<file path="config.mk">
export PLATFORM = sky130hd
export DESIGN_NAME = segment_lcd_controller
export DESIGN_NICKNAME = d
export VERILOG_FILES = /design/src/lcd_pkg.sv /design/src/display_mem.sv /design/src/segment_lcd_controller.sv
export VERILOG_INCLUDE_DIRS = /design/src /design/src/src
export SDC_FILE = /design/constraint.sdc
export NUM_CORES = 1
export LEC_CHECK = 0
export ABC_CLOCK_PERIOD_IN_PS = 4700
export BUFFER_PORTS_ARGS = -buffer_cell sky130_fd_sc_hd__buf_2
export CORE_UTILIZATION = 41
export CTS_CLUSTER_DIAMETER = 100
export CTS_CLUSTER_SIZE = 25
export DETAILED_ROUTE_END_ITERATION = 16
export GPL_ROUTABILITY_DRIVEN = 0
export REMOVE_ABC_BUFFERS = 1
export SKIP_CTS_REPAIR_TIMING = 1
export SLEW_MARGIN = 15
export SYNTH_ARGS = -nofsm -noshare
export SYNTH_HDL_FRONTEND = slang
export SYNTH_SLANG_ARGS = --single-unit
</file>
<file path="constraint.sdc">
create_clock -name clk_i -period 4.7 [get_ports clk_i]
set_input_delay 0 -clock clk_i [delete_from_list [all_inputs] [get_ports clk_i]]
set_output_delay 0 -clock clk_i [all_outputs]
set_load 0.05 [all_outputs]
</file>
<file path="src/lcd_map.svh">
// Offsets, field positions, reset values and counts of the display block.
// Included by the controller source only; definitions only.
`ifndef LCD_MAP_SVH
`define LCD_MAP_SVH

// Register offsets on the SFR port
`define OFS_DISPLAY_CONFIG      8'h95
`define OFS_DISPLAY_CLOCK_CTRL  8'h96
`define OFS_DISPLAY_EXT_CONFIG  8'h9c
`define OFS_DISPLAY_POINTER     8'hac
`define OFS_DISPLAY_DATA_PORT   8'hae
`define OFS_DISPLAY_UPDATE_CTRL 8'hb1

// Reset values
`define RST_DISPLAY_CONFIG      8'h00
`define RST_DISPLAY_CLOCK_CTRL  8'h00
`define RST_DISPLAY_EXT_CONFIG  8'h00
`define RST_DISPLAY_POINTER     8'h00
`define RST_DISPLAY_DATA_PORT   8'h00
`define RST_DISPLAY_UPDATE_CTRL 8'h00

// Pointer fields
`define PTR_WRITE_BIT           7
`define PTR_ADDR_MSB            5
`define PTR_RSVD_MASK           8'hbf

// Memory geometry
`define MEM_BYTES               15
`define MEM_LAST_ADDR           6'h0e
`define SEG_LINES               29

// Frame divider code that divides by one
`define FD_DIV_ONE              4'hf

// Blink half periods in 128 Hz ticks
`define BLINK_HALF_MODE3        9'h010
`define BLINK_HALF_RATE0        9'h020
`define BLINK_HALF_RATE1        9'h040
`define BLINK_HALF_RATE2        9'h080
`define BLINK_HALF_RATE3        9'h100

`endif

</file>
<file path="src/lcd_pkg.sv">
// Types shared by the display controller and its memory.
// Pairs with lcd_map.svh which holds offsets and counts.
package lcd_pkg;

   typedef struct packed {
      logic       display_enable;      // bit 7
      logic       sleep_display_off;   // bit 6
      logic       blink_enable;        // bit 5
      logic       memory_clear;        // bit 4
      logic       display_clock_source;// bit 3, 1 = 128 Hz
      logic       bias_third;          // bit 2
      logic [1:0] multiplex_select;    // bits 1:0
   } display_config_t;

   typedef struct packed {
      logic [1:0] blink_mode_field;
      logic [1:0] blink_rate_field;
      logic [3:0] frame_divider;
   } display_clock_ctrl_t;

   typedef struct packed {
      logic       drive_source_select;
      logic       reserved;
      logic [5:0] bias_level;
   } display_ext_config_t;

   typedef struct packed {
      logic [7:0] addr;
      logic       wr;
      logic       rd;
      logic [7:0] wdata;
   } sfr_req_t;

   typedef enum logic [1:0]
   {
      OP_IDLE = 2'b01,
      OP_READ = 2'b10
   } mem_op_t;

endpackage

</file>
<file path="src/display_mem.sv">
// Segment memory: one write port, one registered read port, bulk clear.
// Assumes a single clock; clear and write never needed in one cycle.
`timescale 1ns/1ps
module display_mem
   import lcd_pkg::*;
#(
   parameter int DEPTH = 15,
   parameter int WIDTH = 8,
   parameter int AW    = 4
)
(
   // Clock and reset
   input  wire logic             clk_i,
   input  wire logic             arst_n_i,
   // Write side
   input  wire logic             clear_i,
   input  wire logic             we_i,
   input  wire logic [AW-1:0]    waddr_i,
   input  wire logic [WIDTH-1:0] wdata_i,
   // Read side
   input  wire logic [AW-1:0]    raddr_i,
   output logic      [WIDTH-1:0] rdata_o
);

   // Refused while elaborating, before any clock runs
   if (DEPTH < 1 || DEPTH > (1 << AW))
   begin : g_bad_depth
      $error("display_mem: DEPTH does not fit AW");
   end

   logic [WIDTH-1:0] mem_q [DEPTH];

   // Power-on and clear both leave every byte at zero
   always_ff @(posedge clk_i or negedge arst_n_i)
   begin
      if (!arst_n_i)
      begin
         for (int i = 0; i < DEPTH; i++)
            mem_q[i] <= '0;
      end
      else if (clear_i)
      begin
         for (int i = 0; i < DEPTH; i++)
            mem_q[i] <= '0;
      end
      else if (we_i && int'(waddr_i) < DEPTH)
         mem_q[waddr_i] <= wdata_i;
   end

   // Out-of-range reads give zero
   always_ff @(posedge clk_i or negedge arst_n_i)
   begin
      if (!arst_n_i)
         rdata_o <= '0;
      else if (int'(raddr_i) < DEPTH)
         rdata_o <= mem_q[raddr_i];
      else
         rdata_o <= '0;
   end

endmodule

</file>
<file path="src/segment_lcd_controller.sv">
// Segment display controller: SFR registers, indirect segment memory,
// frozen display copy, frame and blink timing, drive-source control.
// Assumes SFR strobes and display clock ticks are one-cycle pulses
// synchronous to clk_i; the analog stage builds levels from the outputs.
`timescale 1ns/1ps
`include "lcd_map.svh"
module segment_lcd_controller
   import lcd_pkg::*;
#(
   parameter int MEM_BYTES = `MEM_BYTES,
   parameter int SEG_LINES = `SEG_LINES
)
(
   // Clock and reset
   input  wire logic                 clk_i,
   input  wire logic                 arst_n_i,
   // SFR port
   input  wire sfr_req_t             sfr_i,
   output logic      [7:0]           sfr_rdata_o,
   // Display clocks and system state
   input  wire logic                 tick_2048_i,
   input  wire logic                 tick_128_i,
   input  wire logic                 rtc_running_i,
   input  wire logic                 battery_sleep_state_i,
   // Glass drive
   output logic      [3:0]           backplane_line_o,
   output logic      [SEG_LINES-1:0] segment_line_o,
   output logic                      wave_invert_o,
   output logic      [1:0]           pin_is_backplane_o,
   output logic                      display_active_o,
   // Voltage generation
   output logic                      pump_enable_o,
   output logic                      ladder_select_o,
   output logic      [5:0]           bias_level_o
);

   // Refused while elaborating, before any clock runs
   if (MEM_BYTES != `MEM_BYTES || SEG_LINES != 2 * MEM_BYTES - 1)
   begin : g_bad_geometry
      $error("segment_lcd_controller: unsupported geometry");
   end

   // Registers
   display_config_t     cfg_q;
   display_clock_ctrl_t clk_q;
   display_ext_config_t ext_q;
   logic [7:0]          ptr_q;
   logic [7:0]          dat_q;
   logic                freeze_q;
   mem_op_t             op_q;

   // Display timing state
   logic [5:0]          div_cnt_q;
   logic [1:0]          bp_q;
   logic                inv_q;
   logic [8:0]          blink_cnt_q;
   logic                blink_on_q;
   logic [7:0]          shadow_q [MEM_BYTES];
   logic [3:0]          scan_q;

   function automatic logic hit(input logic [7:0] a, input logic [7:0] o);
      hit = (a == o);
   endfunction

   function automatic logic [5:0] frame_period(input logic [3:0] fd);
      if (fd == `FD_DIV_ONE)
         frame_period = 6'h01;
      else
         frame_period = {1'b0, fd, 1'b0} + 6'h02;
   endfunction

   function automatic logic [8:0] blink_half(input logic [1:0] m,
                                             input logic [1:0] r);
      if (m == 2'h3)
         blink_half = `BLINK_HALF_MODE3;
      else
      begin
         case (r)
            2'h0:    blink_half = `BLINK_HALF_RATE0;
            2'h1:    blink_half = `BLINK_HALF_RATE1;
            2'h2:    blink_half = `BLINK_HALF_RATE2;
            default: blink_half = `BLINK_HALF_RATE3;
         endcase
      end
   endfunction

   // SFR decode
   wire logic wr_cfg  = sfr_i.wr && hit(sfr_i.addr, `OFS_DISPLAY_CONFIG);
   wire logic wr_clk  = sfr_i.wr && hit(sfr_i.addr, `OFS_DISPLAY_CLOCK_CTRL);
   wire logic wr_ext  = sfr_i.wr && hit(sfr_i.addr, `OFS_DISPLAY_EXT_CONFIG);
   wire logic wr_ptr  = sfr_i.wr && hit(sfr_i.addr, `OFS_DISPLAY_POINTER);
   wire logic wr_dat  = sfr_i.wr && hit(sfr_i.addr, `OFS_DISPLAY_DATA_PORT);
   wire logic wr_upd  = sfr_i.wr && hit(sfr_i.addr, `OFS_DISPLAY_UPDATE_CTRL);

   wire logic [5:0] ptr_addr = sfr_i.wdata[`PTR_ADDR_MSB:0];
   wire logic       ptr_in_range = ptr_addr <= `MEM_LAST_ADDR;
   wire logic       mem_we  = wr_ptr && sfr_i.wdata[`PTR_WRITE_BIT]
                              && ptr_in_range;
   wire logic       ptr_rd  = wr_ptr && !sfr_i.wdata[`PTR_WRITE_BIT];
   wire logic       mem_clr = wr_cfg && sfr_i.wdata[4];

   // One read port: pointer reads win, otherwise the display scan runs
   wire logic [3:0] mem_raddr = ptr_rd ? (ptr_in_range ? ptr_addr[3:0]
                                                       : 4'hf)
                                       : scan_q;
   wire logic [7:0] mem_rdata;

   display_mem #(
      .DEPTH (MEM_BYTES),
      .WIDTH (8),
      .AW    (4)
   ) u_mem (
      .clk_i    (clk_i),
      .arst_n_i (arst_n_i),
      .clear_i  (mem_clr),
      .we_i     (mem_we),
      .waddr_i  (ptr_addr[3:0]),
      .wdata_i  (dat_q),
      .raddr_i  (mem_raddr),
      .rdata_o  (mem_rdata)
   );

   // Register writes
   always_ff @(posedge clk_i or negedge arst_n_i)
   begin
      if (!arst_n_i)
      begin
         cfg_q    <= `RST_DISPLAY_CONFIG;
         clk_q    <= `RST_DISPLAY_CLOCK_CTRL;
         ext_q    <= `RST_DISPLAY_EXT_CONFIG;
         ptr_q    <= `RST_DISPLAY_POINTER;
         freeze_q <= 1'b0;
      end
      else
      begin
         if (wr_cfg)
            cfg_q <= sfr_i.wdata & 8'hef; // clear bit is one-shot
         if (wr_clk)
            clk_q <= sfr_i.wdata;
         if (wr_ext)
            ext_q <= sfr_i.wdata;
         if (wr_ptr)
            ptr_q <= sfr_i.wdata & `PTR_RSVD_MASK;
         if (wr_upd)
            freeze_q <= sfr_i.wdata[0];
      end
   end

   // Data register: firmware write or a pointer read one cycle later
   always_ff @(posedge clk_i or negedge arst_n_i)
   begin
      if (!arst_n_i)
      begin
         dat_q <= `RST_DISPLAY_DATA_PORT;
         op_q  <= OP_IDLE;
      end
      else
      begin
         case (op_q)
            OP_IDLE:
            begin
               if (ptr_rd)
                  op_q <= OP_READ;
               if (wr_dat)
                  dat_q <= sfr_i.wdata;
            end
            OP_READ:
            begin
               dat_q <= mem_rdata;
               op_q  <= ptr_rd ? OP_READ : OP_IDLE;
            end
            default:
               op_q <= OP_IDLE;
         endcase
      end
   end

   // Read data
   logic [7:0] rd_mux;
   always_comb
   begin
      rd_mux = 8'h00;
      if (hit(sfr_i.addr, `OFS_DISPLAY_CONFIG))
         rd_mux = cfg_q;
      else if (hit(sfr_i.addr, `OFS_DISPLAY_CLOCK_CTRL))
         rd_mux = clk_q;
      else if (hit(sfr_i.addr, `OFS_DISPLAY_EXT_CONFIG))
         rd_mux = {ext_q.drive_source_select, 1'b0, ext_q.bias_level};
      else if (hit(sfr_i.addr, `OFS_DISPLAY_POINTER))
         rd_mux = ptr_q;
      else if (hit(sfr_i.addr, `OFS_DISPLAY_DATA_PORT))
         rd_mux = dat_q;
      else if (hit(sfr_i.addr, `OFS_DISPLAY_UPDATE_CTRL))
         rd_mux = {7'h00, freeze_q};
   end

   always_ff @(posedge clk_i or negedge arst_n_i)
   begin
      if (!arst_n_i)
         sfr_rdata_o <= 8'h00;
      else if (sfr_i.rd)
         sfr_rdata_o <= rd_mux;
   end

   // Display copy refreshed by scan only while not frozen
   wire logic       scan_used = !ptr_rd;
   logic      [3:0] scan_prev_q;
   logic            scan_valid_q;

   always_ff @(posedge clk_i or negedge arst_n_i)
   begin
      if (!arst_n_i)
      begin
         scan_q       <= 4'h0;
         scan_prev_q  <= 4'h0;
         scan_valid_q <= 1'b0;
         for (int i = 0; i < MEM_BYTES; i++)
            shadow_q[i] <= 8'h00;
      end
      else
      begin
         scan_valid_q <= scan_used;
         scan_prev_q  <= scan_q;
         if (scan_used)
            scan_q <= (int'(scan_q) == MEM_BYTES - 1) ? 4'h0
                                                       : scan_q + 4'h1;
         if (scan_valid_q && !freeze_q)
            shadow_q[scan_prev_q] <= mem_rdata;
      end
   end

   // Frame timing
   wire logic       tick = cfg_q.display_clock_source ? tick_128_i
                                                      : tick_2048_i;
   wire logic [5:0] period = frame_period(clk_q.frame_divider);
   wire logic [1:0] bp_last = (cfg_q.multiplex_select < 2'h2) ? 2'h1
                                 : cfg_q.multiplex_select;
   wire logic       div_done = tick && (div_cnt_q + 6'h01 >= period);

   always_ff @(posedge clk_i or negedge arst_n_i)
   begin
      if (!arst_n_i)
      begin
         div_cnt_q <= 6'h00;
         inv_q     <= 1'b0;
         bp_q      <= 2'h0;
      end
      else
      begin
         if (div_done)
            div_cnt_q <= 6'h00;
         else if (tick)
            div_cnt_q <= div_cnt_q + 6'h01;
         if (div_done)
            inv_q <= !inv_q;
         if (div_done && inv_q)
            bp_q <= (bp_q >= bp_last) ? 2'h0 : bp_q + 2'h1;
      end
   end

   // Blink timing
   wire logic       auto_blink = clk_q.blink_mode_field[1];
   wire logic [8:0] half = blink_half(clk_q.blink_mode_field,
                                      clk_q.blink_rate_field);
   wire logic       blink_step = auto_blink && rtc_running_i && tick_128_i;
   wire logic       blink_wrap = blink_step && (blink_cnt_q + 9'h001 >= half);

   always_ff @(posedge clk_i or negedge arst_n_i)
   begin
      if (!arst_n_i)
      begin
         blink_cnt_q <= 9'h000;
         blink_on_q  <= 1'b1;
      end
      else if (!auto_blink)
      begin
         blink_cnt_q <= 9'h000;
         blink_on_q  <= clk_q.blink_mode_field[0];
      end
      else if (blink_wrap)
      begin
         blink_cnt_q <= 9'h000;
         blink_on_q  <= !blink_on_q;
      end
      else if (blink_step)
         blink_cnt_q <= blink_cnt_q + 9'h001;
   end

   // Display gating
   wire logic sleep_ok = !battery_sleep_state_i
                         || !cfg_q.sleep_display_off;
   wire logic enabled  = cfg_q.display_enable && sleep_ok;
   wire logic showing  = enabled
                         && (!cfg_q.blink_enable || blink_on_q);
   wire logic pin28_bp = cfg_q.multiplex_select >= 2'h2;
   wire logic pin27_bp = cfg_q.multiplex_select == 2'h3;

   // Segment selection per line
   logic [SEG_LINES-1:0] seg_d;
   genvar s;
   generate
      for (s = 0; s < SEG_LINES; s++)
      begin : g_seg
         wire logic shared_bp = (s == 28) ? pin28_bp
                               : (s == 27) ? pin27_bp : 1'b0;
         assign seg_d[s] = showing && !shared_bp
                           && shadow_q[s / 2][(s % 2) * 4
                                              + int'(bp_q)];
      end
   endgenerate

   // Output flops
   always_ff @(posedge clk_i or negedge arst_n_i)
   begin
      if (!arst_n_i)
      begin
         backplane_line_o   <= 4'h0;
         segment_line_o     <= '0;
         wave_invert_o      <= 1'b0;
         pin_is_backplane_o <= 2'h0;
         display_active_o   <= 1'b0;
         pump_enable_o      <= 1'b0;
         ladder_select_o    <= 1'b0;
         bias_level_o       <= 6'h00;
      end
      else
      begin
         backplane_line_o   <= showing ? (4'h1 << bp_q) : 4'h0;
         segment_line_o     <= seg_d;
         wave_invert_o      <= showing && inv_q;
         pin_is_backplane_o <= {pin27_bp, pin28_bp};
         display_active_o   <= showing;
         pump_enable_o      <= enabled
                               && !ext_q.drive_source_select;
         ladder_select_o    <= ext_q.drive_source_select;
         bias_level_o       <= ext_q.drive_source_select ? 6'h00
                               : ext_q.bias_level;
      end
   end

endmodule

</file>
## Yosys cells after proc, flatten, opt, wreduce, memory -nomap -nowiden

Cells that the tools add are included.

- Bits in registers: 369
- Bits of input ports: 24
- Word-level logic and storage cells: 291
- Output and inout port bits: 53

- Eq/ne operators: 18
- Muxes and demuxes: 113
- Bitwise logic cells: 3
- Shifts and indexed selects: 1
- Magnitude comparators: 15
- Add/sub/neg operators: 6
- Reductions and logical operators: 72

Operators with widths:

| operator | number |
|---|---|
| $bwmux W120 | 2 |
| $mux W120 | 2 |
| $mux W8 | 11 |
| $demux W8 S4 | 2 |
| $logic_and A1 B1 Y1 | 54 |
| $eq A8 B8 Y1 const B | 6 |
| $mux W1 | 47 |
| $bmux W1 S3 | 14 |
| $mux W9 | 4 |
| $bmux W8 S4 | 1 |
| $bmux W1 S2 | 15 |
| $pmux W9 S3 | 1 |
| $mux W6 | 4 |
| $mux W4 | 4 |
| $pmux W8 S2 | 1 |
| $ge A5 B5 Y1 const B | 3 |
| $not A4 Y5 | 3 |
| $lt A4 B4 Y1 const B | 3 |
| $logic_not A1 Y1 | 11 |
| $lt A5 B1 Y1 const B | 2 |
| $add A9 B1 Y9 const B | 1 |
| $ge A9 B9 Y1 | 1 |
| $eq A2 B2 Y1 const B | 4 |
| $mux W2 | 4 |
| 23 further kinds | 28 |

## Depth between registers and ports, before layout

Gate-level depths: netlist of run 1.

- Depth after elaboration: 9
- Gate-level depth with buffers: 14
- Gate-level depth less buffers: 13

## Cells and area by module

Synthesis of run 1 repeated with hierarchy kept, for this count alone.

- Cells, all modules: 1,424
- Area, all modules: 16,940.0 um^2

Modules (own cells, without submodules):

| module | times used | area each (um^2) | seq. area each (um^2) | cells an instance |
|---|---|---|---|---|
| segment_lcd_controller | 1 | 10,759.1 | 5,933.2 | 804 |
| display_mem | 1 | 6,180.9 | 3,203.1 | 620 |

## Worst setup path after synthesis of run 1

OpenSTA, ideal clock, no wires.

- Kind: register -> register
- From: reg clk_q[0] in the netlist's numbering
- To: reg bp_q[0]
- Data required time: 4.575 ns
- Setup slack: 1.964 ns
- Buffers on the path: 0
- Cell stages (with the launch flop): 11
- Data arrival time: 2.611 ns
- Period minus slack after synthesis: 2.736 ns
- Library setup time: 0.125 ns
- Cells stage by stage: dfrtp_1 -> ha_1 -> and3_1 -> or2_2 -> ha_1 -> a21o_1 -> a21o_1 -> a21o_1 -> a211o_1 -> nand3_1 -> mux2_2

- Longest elaborated chain between the ends: 5
- Elaborated cells on any way between the ends: 6
- Classes of those cells: add/sub: 1; order compare: 1; eq/ne: 1; mux: 1; reduce/logical: 2

Ends and longest elaborated chain:

| item | line | RTL |
|---|---|---|
| start: declaration | segment_lcd_controller.sv:45 | `display_clock_ctrl_t clk_q;` |
| start signal: assignment | segment_lcd_controller.sv:129 | `` clk_q <= `RST_DISPLAY_CLOCK_CTRL; `` |
| start signal: assignment | segment_lcd_controller.sv:139 | `clk_q <= sfr_i.wdata;` |
| $add A5 B2 Y6 / $eq A4 B4 Y1 (equally long branches) | - |  |
| $mux W6 * | segment_lcd_controller.sv:66 | `` if (fd == `FD_DIV_ONE) `` |
| $ge A6 B6 Y1 * | segment_lcd_controller.sv:238 | `wire logic div_done = tick && (div_cnt_q + 6'h01 >= period);` |
| $logic_and A1 B1 Y1 * | segment_lcd_controller.sv:238 |  |
| $logic_and A1 B1 Y1 * | segment_lcd_controller.sv:256 | `if (div_done && inv_q)` |
| end signal: assignment | segment_lcd_controller.sv:257 | `bp_q <= (bp_q >= bp_last) ? 2'h0 : bp_q + 2'h1;` |
| end: declaration | segment_lcd_controller.sv:54 | `logic [1:0] bp_q;` |

Every way passes the cells marked *; elsewhere a longest branch is shown, timed or not.
A chain may end at the register's enable or synchronous reset.

## Worst setup path in the final report of run 1

- From: in sfr_i[9] in the netlist's numbering
- To: reg u_mem.rdata_o[6]

- Longest elaborated chain between the ends: 8
- Elaborated cells on any way between the ends: 9
- Classes of those cells: order compare: 1; mux: 5; bitwise: 1; reduce/logical: 2

Ends and longest elaborated chain:

| item | line | RTL |
|---|---|---|
| start: declaration | segment_lcd_controller.sv:18 | `input wire sfr_req_t sfr_i,` |
| $logic_and A1 B1 Y1 * | segment_lcd_controller.sv:91 | `` wire logic wr_ptr = sfr_i.wr && hit(sfr_i.addr, `OFS_DISPLAY_POINTER); `` |
| $logic_and A1 B1 Y1 * | segment_lcd_controller.sv:99 | `` wire logic ptr_rd = wr_ptr && !sfr_i.wdata[`PTR_WRITE_BIT]; `` |
| $mux W4 * | segment_lcd_controller.sv:103 | `wire logic [3:0] mem_raddr = ptr_rd ? (ptr_in_range ? ptr_addr[3:0]` |
| $not A4 Y5 (implied by the code) | display_mem.sv:56 | `rdata_o <= mem_q[raddr_i];` |
| $bmux W8 S4 | display_mem.sv:56 |  |
| $mux W8 (implied by the code) (2 in series) | display_mem.sv:56 |  |
| $mux W8 * | display_mem.sv:55 | `else if (int'(raddr_i) < DEPTH)` |
| end signal: assignment | display_mem.sv:56 |  |
| end: declaration | display_mem.sv:22 | `output logic [WIDTH-1:0] rdata_o` |

Every way passes the cells marked *; elsewhere a longest branch is shown, timed or not. The select of a mux whose other input is x is not followed.

==> flow_metrics.py, run 1 <==
metrics = {
    "route": {
        "via_per_inst": 5.48,
        "routed_wl_um": 39600,
        "met1Wirelength_um": 18600,
        "ant_nets": 0,
        "highest_layer": "met4",
        "drc": 0,
        "dr.pass1.iters": 5,
        "dr_total_vias": 11519,
        "drtIter0Drc": 932,
        "wl_met3_um": 1600,
        "wl_per_cell_um": 18.8,
        "met2_length_um": 18500,
    },
    "cells_and_area": {
        "postLayoutCellArea_um2": 18100,
        "final_cells": 2101,
        "fillers": 3763,
        "post-route-util_pct": 45.3,
        "drive_gt1_share_pct": 19.2,
        "antennaDiodeCount": 0,
        "multi_input_area_um2": 7040,
        "areaGrowthSynthToFinish_pct": 8.69,
        "num-nets-final": 1618,
        "register_area_um2": 9140,
    },
    "yosys": {
        "synth-edff-count": 0,
        "synth_common_cells": "363 x dfrtp_1, 356 x nand2_1, 145 x mux2_2, 141 x o21ai_0, 85 x clkbuf_1",
        "syn_area_um2": 16600,
        "yosys_warnings": 0,
        "synth_area_leaders": "dfrtp_1 55%, mux2_2 9.8%, nand2_1 8.0%",
        "synth_top_area_share_pct": 54.7,
        "ys_types": 57,
        "ys_ff_latch": 365,
        "synth_ff_type": "dfrtp_1",
        "synth_top_area_cell": "dfrtp_1",
        "syn_area_per_cell_um2": 10.7,
        "yosysMostFrequentCell": "dfrtp_1",
        "synthArstFlopShare_pct": 100,
        "synthCells": 1547,
        "ys_seq_area_share_pct": 55.0,
    },
    "place": {
        "portBuffers": 76,
        "placed_cell_area_um2": 17400,
        "place_hpwl_um": 25400,
        "pre_cts_ws_ps": 1760,
        "placedCellCount": 2062,
    },
    "cts": {
        "cts_buffers": 18,
        "clk_pin_slew_ps": 110,
        "cts_tree": "yes",
        "worstSkewPairLatency_ps": 540,
        "cts-root-buf": "clkbuf_16",
        "cts_sinks": 365,
        "cts_buffer_depth": 3,
        "htreeDepth": 1,
    },
    "timing": {
        "slew_headroom_pct": 23.7,
        "finalSetupViolCount": 0,
        "grt_setup_unrepaired": "false",
        "skew_ps": 30.4,
        "tightest_slew_ps": 1140,
        "setup_tns_ps": 0,
        "fmax_mhz": 337,
        "timing.final.ws_setup_ps": 1730,
        "holdWs_ps": -24.6,
        "fin_crit_ps": 2970,
        "maxSlewViolCount": 0,
        "min_period_over_period_pct": 63.2,
        "hold_viol_final": 2,
    },
    "die": {
        "start_util_pct": 41.7,
        "die_x_um": 203,
        "die-area_um2": 41300,
        "die_h_um": 203,
        "rows": 73,
        "ioPinCount": 77,
        "core_area_um2": 39800,
    },
    "worst_setup_path": {
        "arrival_ps": 3400,
        "worstPathMaxFanout": 18,
        "worstPathCellList": "dlygate4sd3_1 -> buf_2 -> nor2b_1 -> and3_1 -> mux2i_1 -> and2_1 -> a22o_1 -> a2111oi_2 -> o21a_1",
        "rr_worst_depth": 10,
        "slowest_stage": "mux2i_1",
        "r2r_end": "bp_q[0]$_DFFE_PN0P_",
        "required_ps": 5130,
        "timing.rr.start": "clk_q[0]$_DFFE_PN0P_",
        "critPathKind": "in2reg",
        "end_kind": "register",
        "cp_slowest_stage_delay_ps": 850,
        "start_kind": "input port",
        "r2r_slack_ps": 1790,
    },
    "grt": {
        "grt_pass1_wl_um": 64600,
        "grt_pass1_vias": 11353,
        "antenna_found_initial": 0,
        "grt_max_degree": 136,
        "track_usage_pct": 19.6,
        "grt.overflow.total": 0,
    },
    "hold_path": {
        "min_from": "sfr_i[3]",
        "hp-class": "in2reg",
        "holdPathStages": 3,
        "min_to": "dat_q[3]$_DFFE_PN0P_",
    },
    "run": {
        "drv_cap": 0,
    },
    "run_status": {
        "run_status": "complete, but fails checks",
        "violations": "negative hold slack",
    },
    "power_and_ir_drop": {
        "total_leakage_power_nw": 8.26,
        "power_mw": 8.35,
        "vdd_drop_max_mv": 0.232,
        "p_per_area_nw_per_um2": 462,
    },
}
## sequential cells by signal, indices dropped and copies added (netlist names), 8 cells and up
signal and flops:
sfr_rdata_o 8, blink_cnt_q 9, u_mem.rdata_o 8, u_mem.mem_q 120, dat_q 8, shadow_q 116
segment_line_o 29
## kinds of logic (layout without fill, tap and decap cells)
logic type,Yosys count,count (layout),synth area share [%]
buffers and inverters,117,146,2.79
adders and majority gates,22,22,1.66
xor gates and xnor gates,9,9,0.474
and+or+nand+nor,532,532,14.0
AOI/OAI and AO/OA,306,306,11.0
DFF,365,365,55.0
muxes,196,196,15.1
## layout by cell type (no fill, tap or decap), types with 16 or more instances in the layout
master	instances
and2_1	39
dfrtp_1	362
buf_2	75
mux2i_1	22
buf_4	16
a22oi_1	23
clkbuf_16	18
mux4_2	29
ha_1	22
a21oi_1	64
mux2_2	145
o21ai_0	141
nand2_1	356
nor2_1	52
## where the power goes
group,switching (mW),internal [mW]
Combinational,1.18,1.17
Clock,1.01,0.717
Sequential,0.571,3.70
Total,2.76,5.58
## worst max path at each step
stage,from,end,depth (start not counted)
2_1_floorplan,sfr_i[16],u_mem.mem_q[94]$_DFFE_PN0P_,6
3_3_place_gp,clk_q[0]$_DFFE_PN0P_,bp_q[0]$_DFFE_PN0P_,10
3_5_place_dp,sfr_i[9],u_mem.rdata_o[6]$_DFF_PN0_,8
4_1_cts,clk_q[0]$_DFFE_PN0P_,bp_q[0]$_DFFE_PN0P_,10
5_1_grt,blink_cnt_q[0]$_DFFE_PN0P_,blink_cnt_q[2]$_DFFE_PN0P_,12
6_report,sfr_i[9],u_mem.rdata_o[6]$_DFF_PN0_,9
## routing by layer
metal  global-route usage [%]  vias up
met5                        0        -
met1                     28.9     5816
met2                     31.1      265
li1                         -     5393
met4                     4.56        0
met3                     2.08       45
## critical path: cells and delay by family
kind | cells | cell delay, ps
multiplexers | 1 | 850
AND/OR/NAND/NOR | 3 | 1340
AO/OA/AOI/OAI | 3 | 450
buffers and inverters | 2 | 750
## area by class of cell
| type | count | share of cell area (%) |
|---|---|---|
| Tap cell | 525 | 3.64 |
| Timing Repair Buffer | 108 | 3.77 |
| Sequential cell | 365 | 50.6 |
| Inverter | 14 | 0.291 |
| Clock inverter | 2 | 0.152 |
| Multi-Input combinational cell | 1065 | 39.0 |
| Clock buffer | 22 | 2.58 |
No activity file was read; power rests on OpenSTA's default activity.
==> inputs of run 2 (changes only) <==
ABC_AREA = 1   (was not set)
ABC_CLOCK_PERIOD_IN_PS = 2900   (was 4700)
clock period = 2.9 ns   (was 4.7 ns; I/O delays follow)
==> run 2 against run 1 <==
  * Worst hold slack improved by 44 ps
  * Highest routed layer unchanged
  * Sequential share of layout area about the same
  * First-iteration DRC count is 23% higher
  * The flow now finishes without violations
  * Critical path depth grew 6
  * Core utilization fell by 0.066 points
  * Clock-buffer cell count rose by 8
  * Sequential power rose by 52%
  * Non-clock buffer count grew 13
  * Power rose by 68%
  * Critical endpoint is now blink_cnt_q[4]$_DFFE_PN0P_
==> flow_metrics.py, run 2 <==
metrics = {
    "run_status": {
        "run_status": "completed",
    },
    "cells_and_area": {
        "top_register": "u_mem.mem_q",
        "antennaDiodeCount": 0,
        "num-nets-final": 2011,
        "areaGrowthSynthToFinish_pct": 8.54,
        "largest_reg_flops": 120,
        "postLayoutCellArea_um2": 18100,
        "top_regs": "u_mem.mem_q x120, shadow_q x116, segment_line_o x29",
        "drive_gt1_share_pct": 8.14,
        "mostFrequentLayoutCell": "nand2_1",
        "final_cell_mix": "367 x nand2_1, 362 x dfrtp_1, 279 x o21ai_0",
        "fillers": 3978,
    },
    "timing": {
        "tightest_slew_ps": 987,
        "hold_viol_final": 0,
        "grt_setup_unrepaired": "false",
        "slew_headroom_pct": 34.1,
        "maxSlewViolCount": 0,
        "min_period_over_period_pct": 88.2,
        "skew_ps": 16.5,
        "setup_tns_ps": 0,
        "fmax_mhz": 391,
        "finalSetupViolCount": 0,
        "fin_crit_ps": 2560,
        "holdWs_ps": 19.5,
    },
    "yosys": {
        "ys_types": 45,
        "ys_ff_latch": 365,
        "synth-edff-count": 0,
        "yosys_warnings": 0,
        "yosysMostFrequentCell": "nand2_1",
        "syn_area_per_cell_um2": 8.59,
        "ys_seq_area_share_pct": 54.9,
        "synth_area_leaders": "dfrtp_1 55%, o21ai_0 8.4%, nand2_1 8.3%",
        "synthCells": 1938,
        "syn_area_um2": 16700,
        "synthArstFlopShare_pct": 100,
        "synth_ff_type": "dfrtp_1",
        "synth_top_area_share_pct": 54.5,
        "synth_top_area_cell": "dfrtp_1",
        "synth_common_cells": "368 x nand2_1, 363 x dfrtp_1, 279 x o21ai_0, 256 x nand3_1, 176 x nor2_1",
    },
    "grt": {
        "grt.overflow.total": 0,
        "track_usage_pct": 21.3,
        "grt_pass1_wl_um": 70500,
        "grt_pass1_vias": 12759,
        "grt_max_degree": 82,
        "antenna_found_initial": 0,
    },
    "place": {
        "place_hpwl_um": 26700,
        "portBuffers": 76,
        "placed_cell_area_um2": 17400,
    },
    "cts": {
        "cts_sinks": 365,
        "worstSkewPairLatency_ps": 540,
        "cts_buffers": 18,
        "htreeDepth": 1,
        "cts_tree": "yes",
        "cts-root-buf": "clkbuf_16",
        "clk_pin_slew_ps": 100,
        "cts_buffer_depth": 3,
    },
    "route": {
        "dr.pass1.iters": 5,
        "drc": 0,
        "wl_per_cell_um": 17.4,
        "ant_nets": 0,
        "drtIter0Drc": 1151,
        "routed_wl_um": 43600,
        "via_per_inst": 5.33,
        "dr_total_vias": 13340,
    },
    "power_and_ir_drop": {
        "p_per_area_nw_per_um2": 774,
        "total_leakage_power_nw": 8.72,
        "vdd_drop_max_mv": 0.405,
        "power_mw": 14.0,
    },
    "worst_setup_path": {
        "r2r_end": "blink_cnt_q[4]$_DFFE_PN0P_",
        "r2r_slack_ps": 340,
        "required_ps": 3340,
        "rr_worst_depth": 15,
        "start_kind": "register",
        "worstPathMaxFanout": 7,
        "arrival_ps": 3000,
        "critPathKind": "reg2reg",
        "end_kind": "register",
        "timing.rr.start": "blink_cnt_q[1]$_DFFE_PN0P_",
    },
    "hold_path": {
        "holdPathStages": 5,
        "min_to": "scan_valid_q$_DFF_PN0_",
        "min_from": "sfr_i[14]",
        "hp-class": "in2reg",
    },
    "die": {
        "die_x_um": 204,
        "die_h_um": 204,
        "ioPinCount": 77,
        "rows": 73,
        "start_util_pct": 41.7,
        "core_area_um2": 39900,
        "die-area_um2": 41400,
    },
    "run": {
        "drv_cap": 0,
    },
}
## run 2: cells by family after synthesis
logic type               count (synthesis)  share of synthesized area, %
AO/OA/AOI/OAI                          441                          13.9
adder cells (fa/ha/maj)                 22                          1.65
flip-flops                             365                          54.9
XOR/XNOR                                12                         0.631
buffers and inverters                  260                          7.03
AND/OR/NAND/NOR                        838                          22.0
## run 2: layer usage
metal	GRT usage (%)	part of all wire [%]
met1	31.0	47
met5	0	0
met2	33.1	45
met4	6.28	2.8
met3	2.73	4.6
## run 2: power by group
part           switching (mW)  internal (mW)
clock                    1.65           1.24
combinational            3.29           1.30
sequential              0.480           6.01
## run 2: how the worst max path moves through the flow
stage	slack [ps]	start	endpoint	cells past startpoint
2_1_floorplan	-290	sfr_i[16]	u_mem.mem_q[0]$_DFFE_PN0P_	8
3_3_place_gp	320	blink_cnt_q[0]$_DFFE_PN0P_	blink_cnt_q[0]$_DFFE_PN0P_	15
3_5_place_dp	250	blink_cnt_q[0]$_DFFE_PN0P_	blink_cnt_q[6]$_DFFE_PN0P_	15
4_1_cts	220	blink_cnt_q[0]$_DFFE_PN0P_	blink_cnt_q[4]$_DFFE_PN0P_	15
5_1_grt	20	blink_cnt_q[1]$_DFFE_PN0P_	blink_cnt_q[4]$_DFFE_PN0P_	15
6_report	340	blink_cnt_q[1]$_DFFE_PN0P_	blink_cnt_q[4]$_DFFE_PN0P_	15
## run 2: layout make-up
class | count | area (µm²) | area share [%]
Multi-Input combinational cell | 1313 | 6350 | 35.1
Timing Repair Buffer | 121 | 848 | 4.69
Sequential cell | 365 | 9140 | 50.6
Clock inverter | 2 | 13.8 | 0.0762
Tap cell | 525 | 657 | 3.63
Inverter | 146 | 548 | 3.03
Clock buffer | 30 | 517 | 2.86
## run 2: metrics by stage
stage / cells / utilization (%) / setup WS (ps)
3_3_place_gp: 2451 / 43.5 / 318
4_1_cts: 2483 / 44.8 / 220
5_1_grt: 2502 / 45.3 / 20.3
6_report: 2502 / 45.3 / 344
3_5_place_dp: 2451 / 43.5 / 247
2_1_floorplan: 1824 / - / -289
## run 2: critical path, cell delays in order, from the launching register on
cell and delay [ps]:
dfrtp_1 400, ha_1 200, nand3_1 120, nand3b_1 200
xor2_1 170, inv_1 60, ha_1 320, a21oi_1 120
o21ai_0 90, a21oi_1 120, o21ai_0 90, nand2_1 60
nand2_1 60, nor2_1 190, inv_2 100, o21ai_0 170
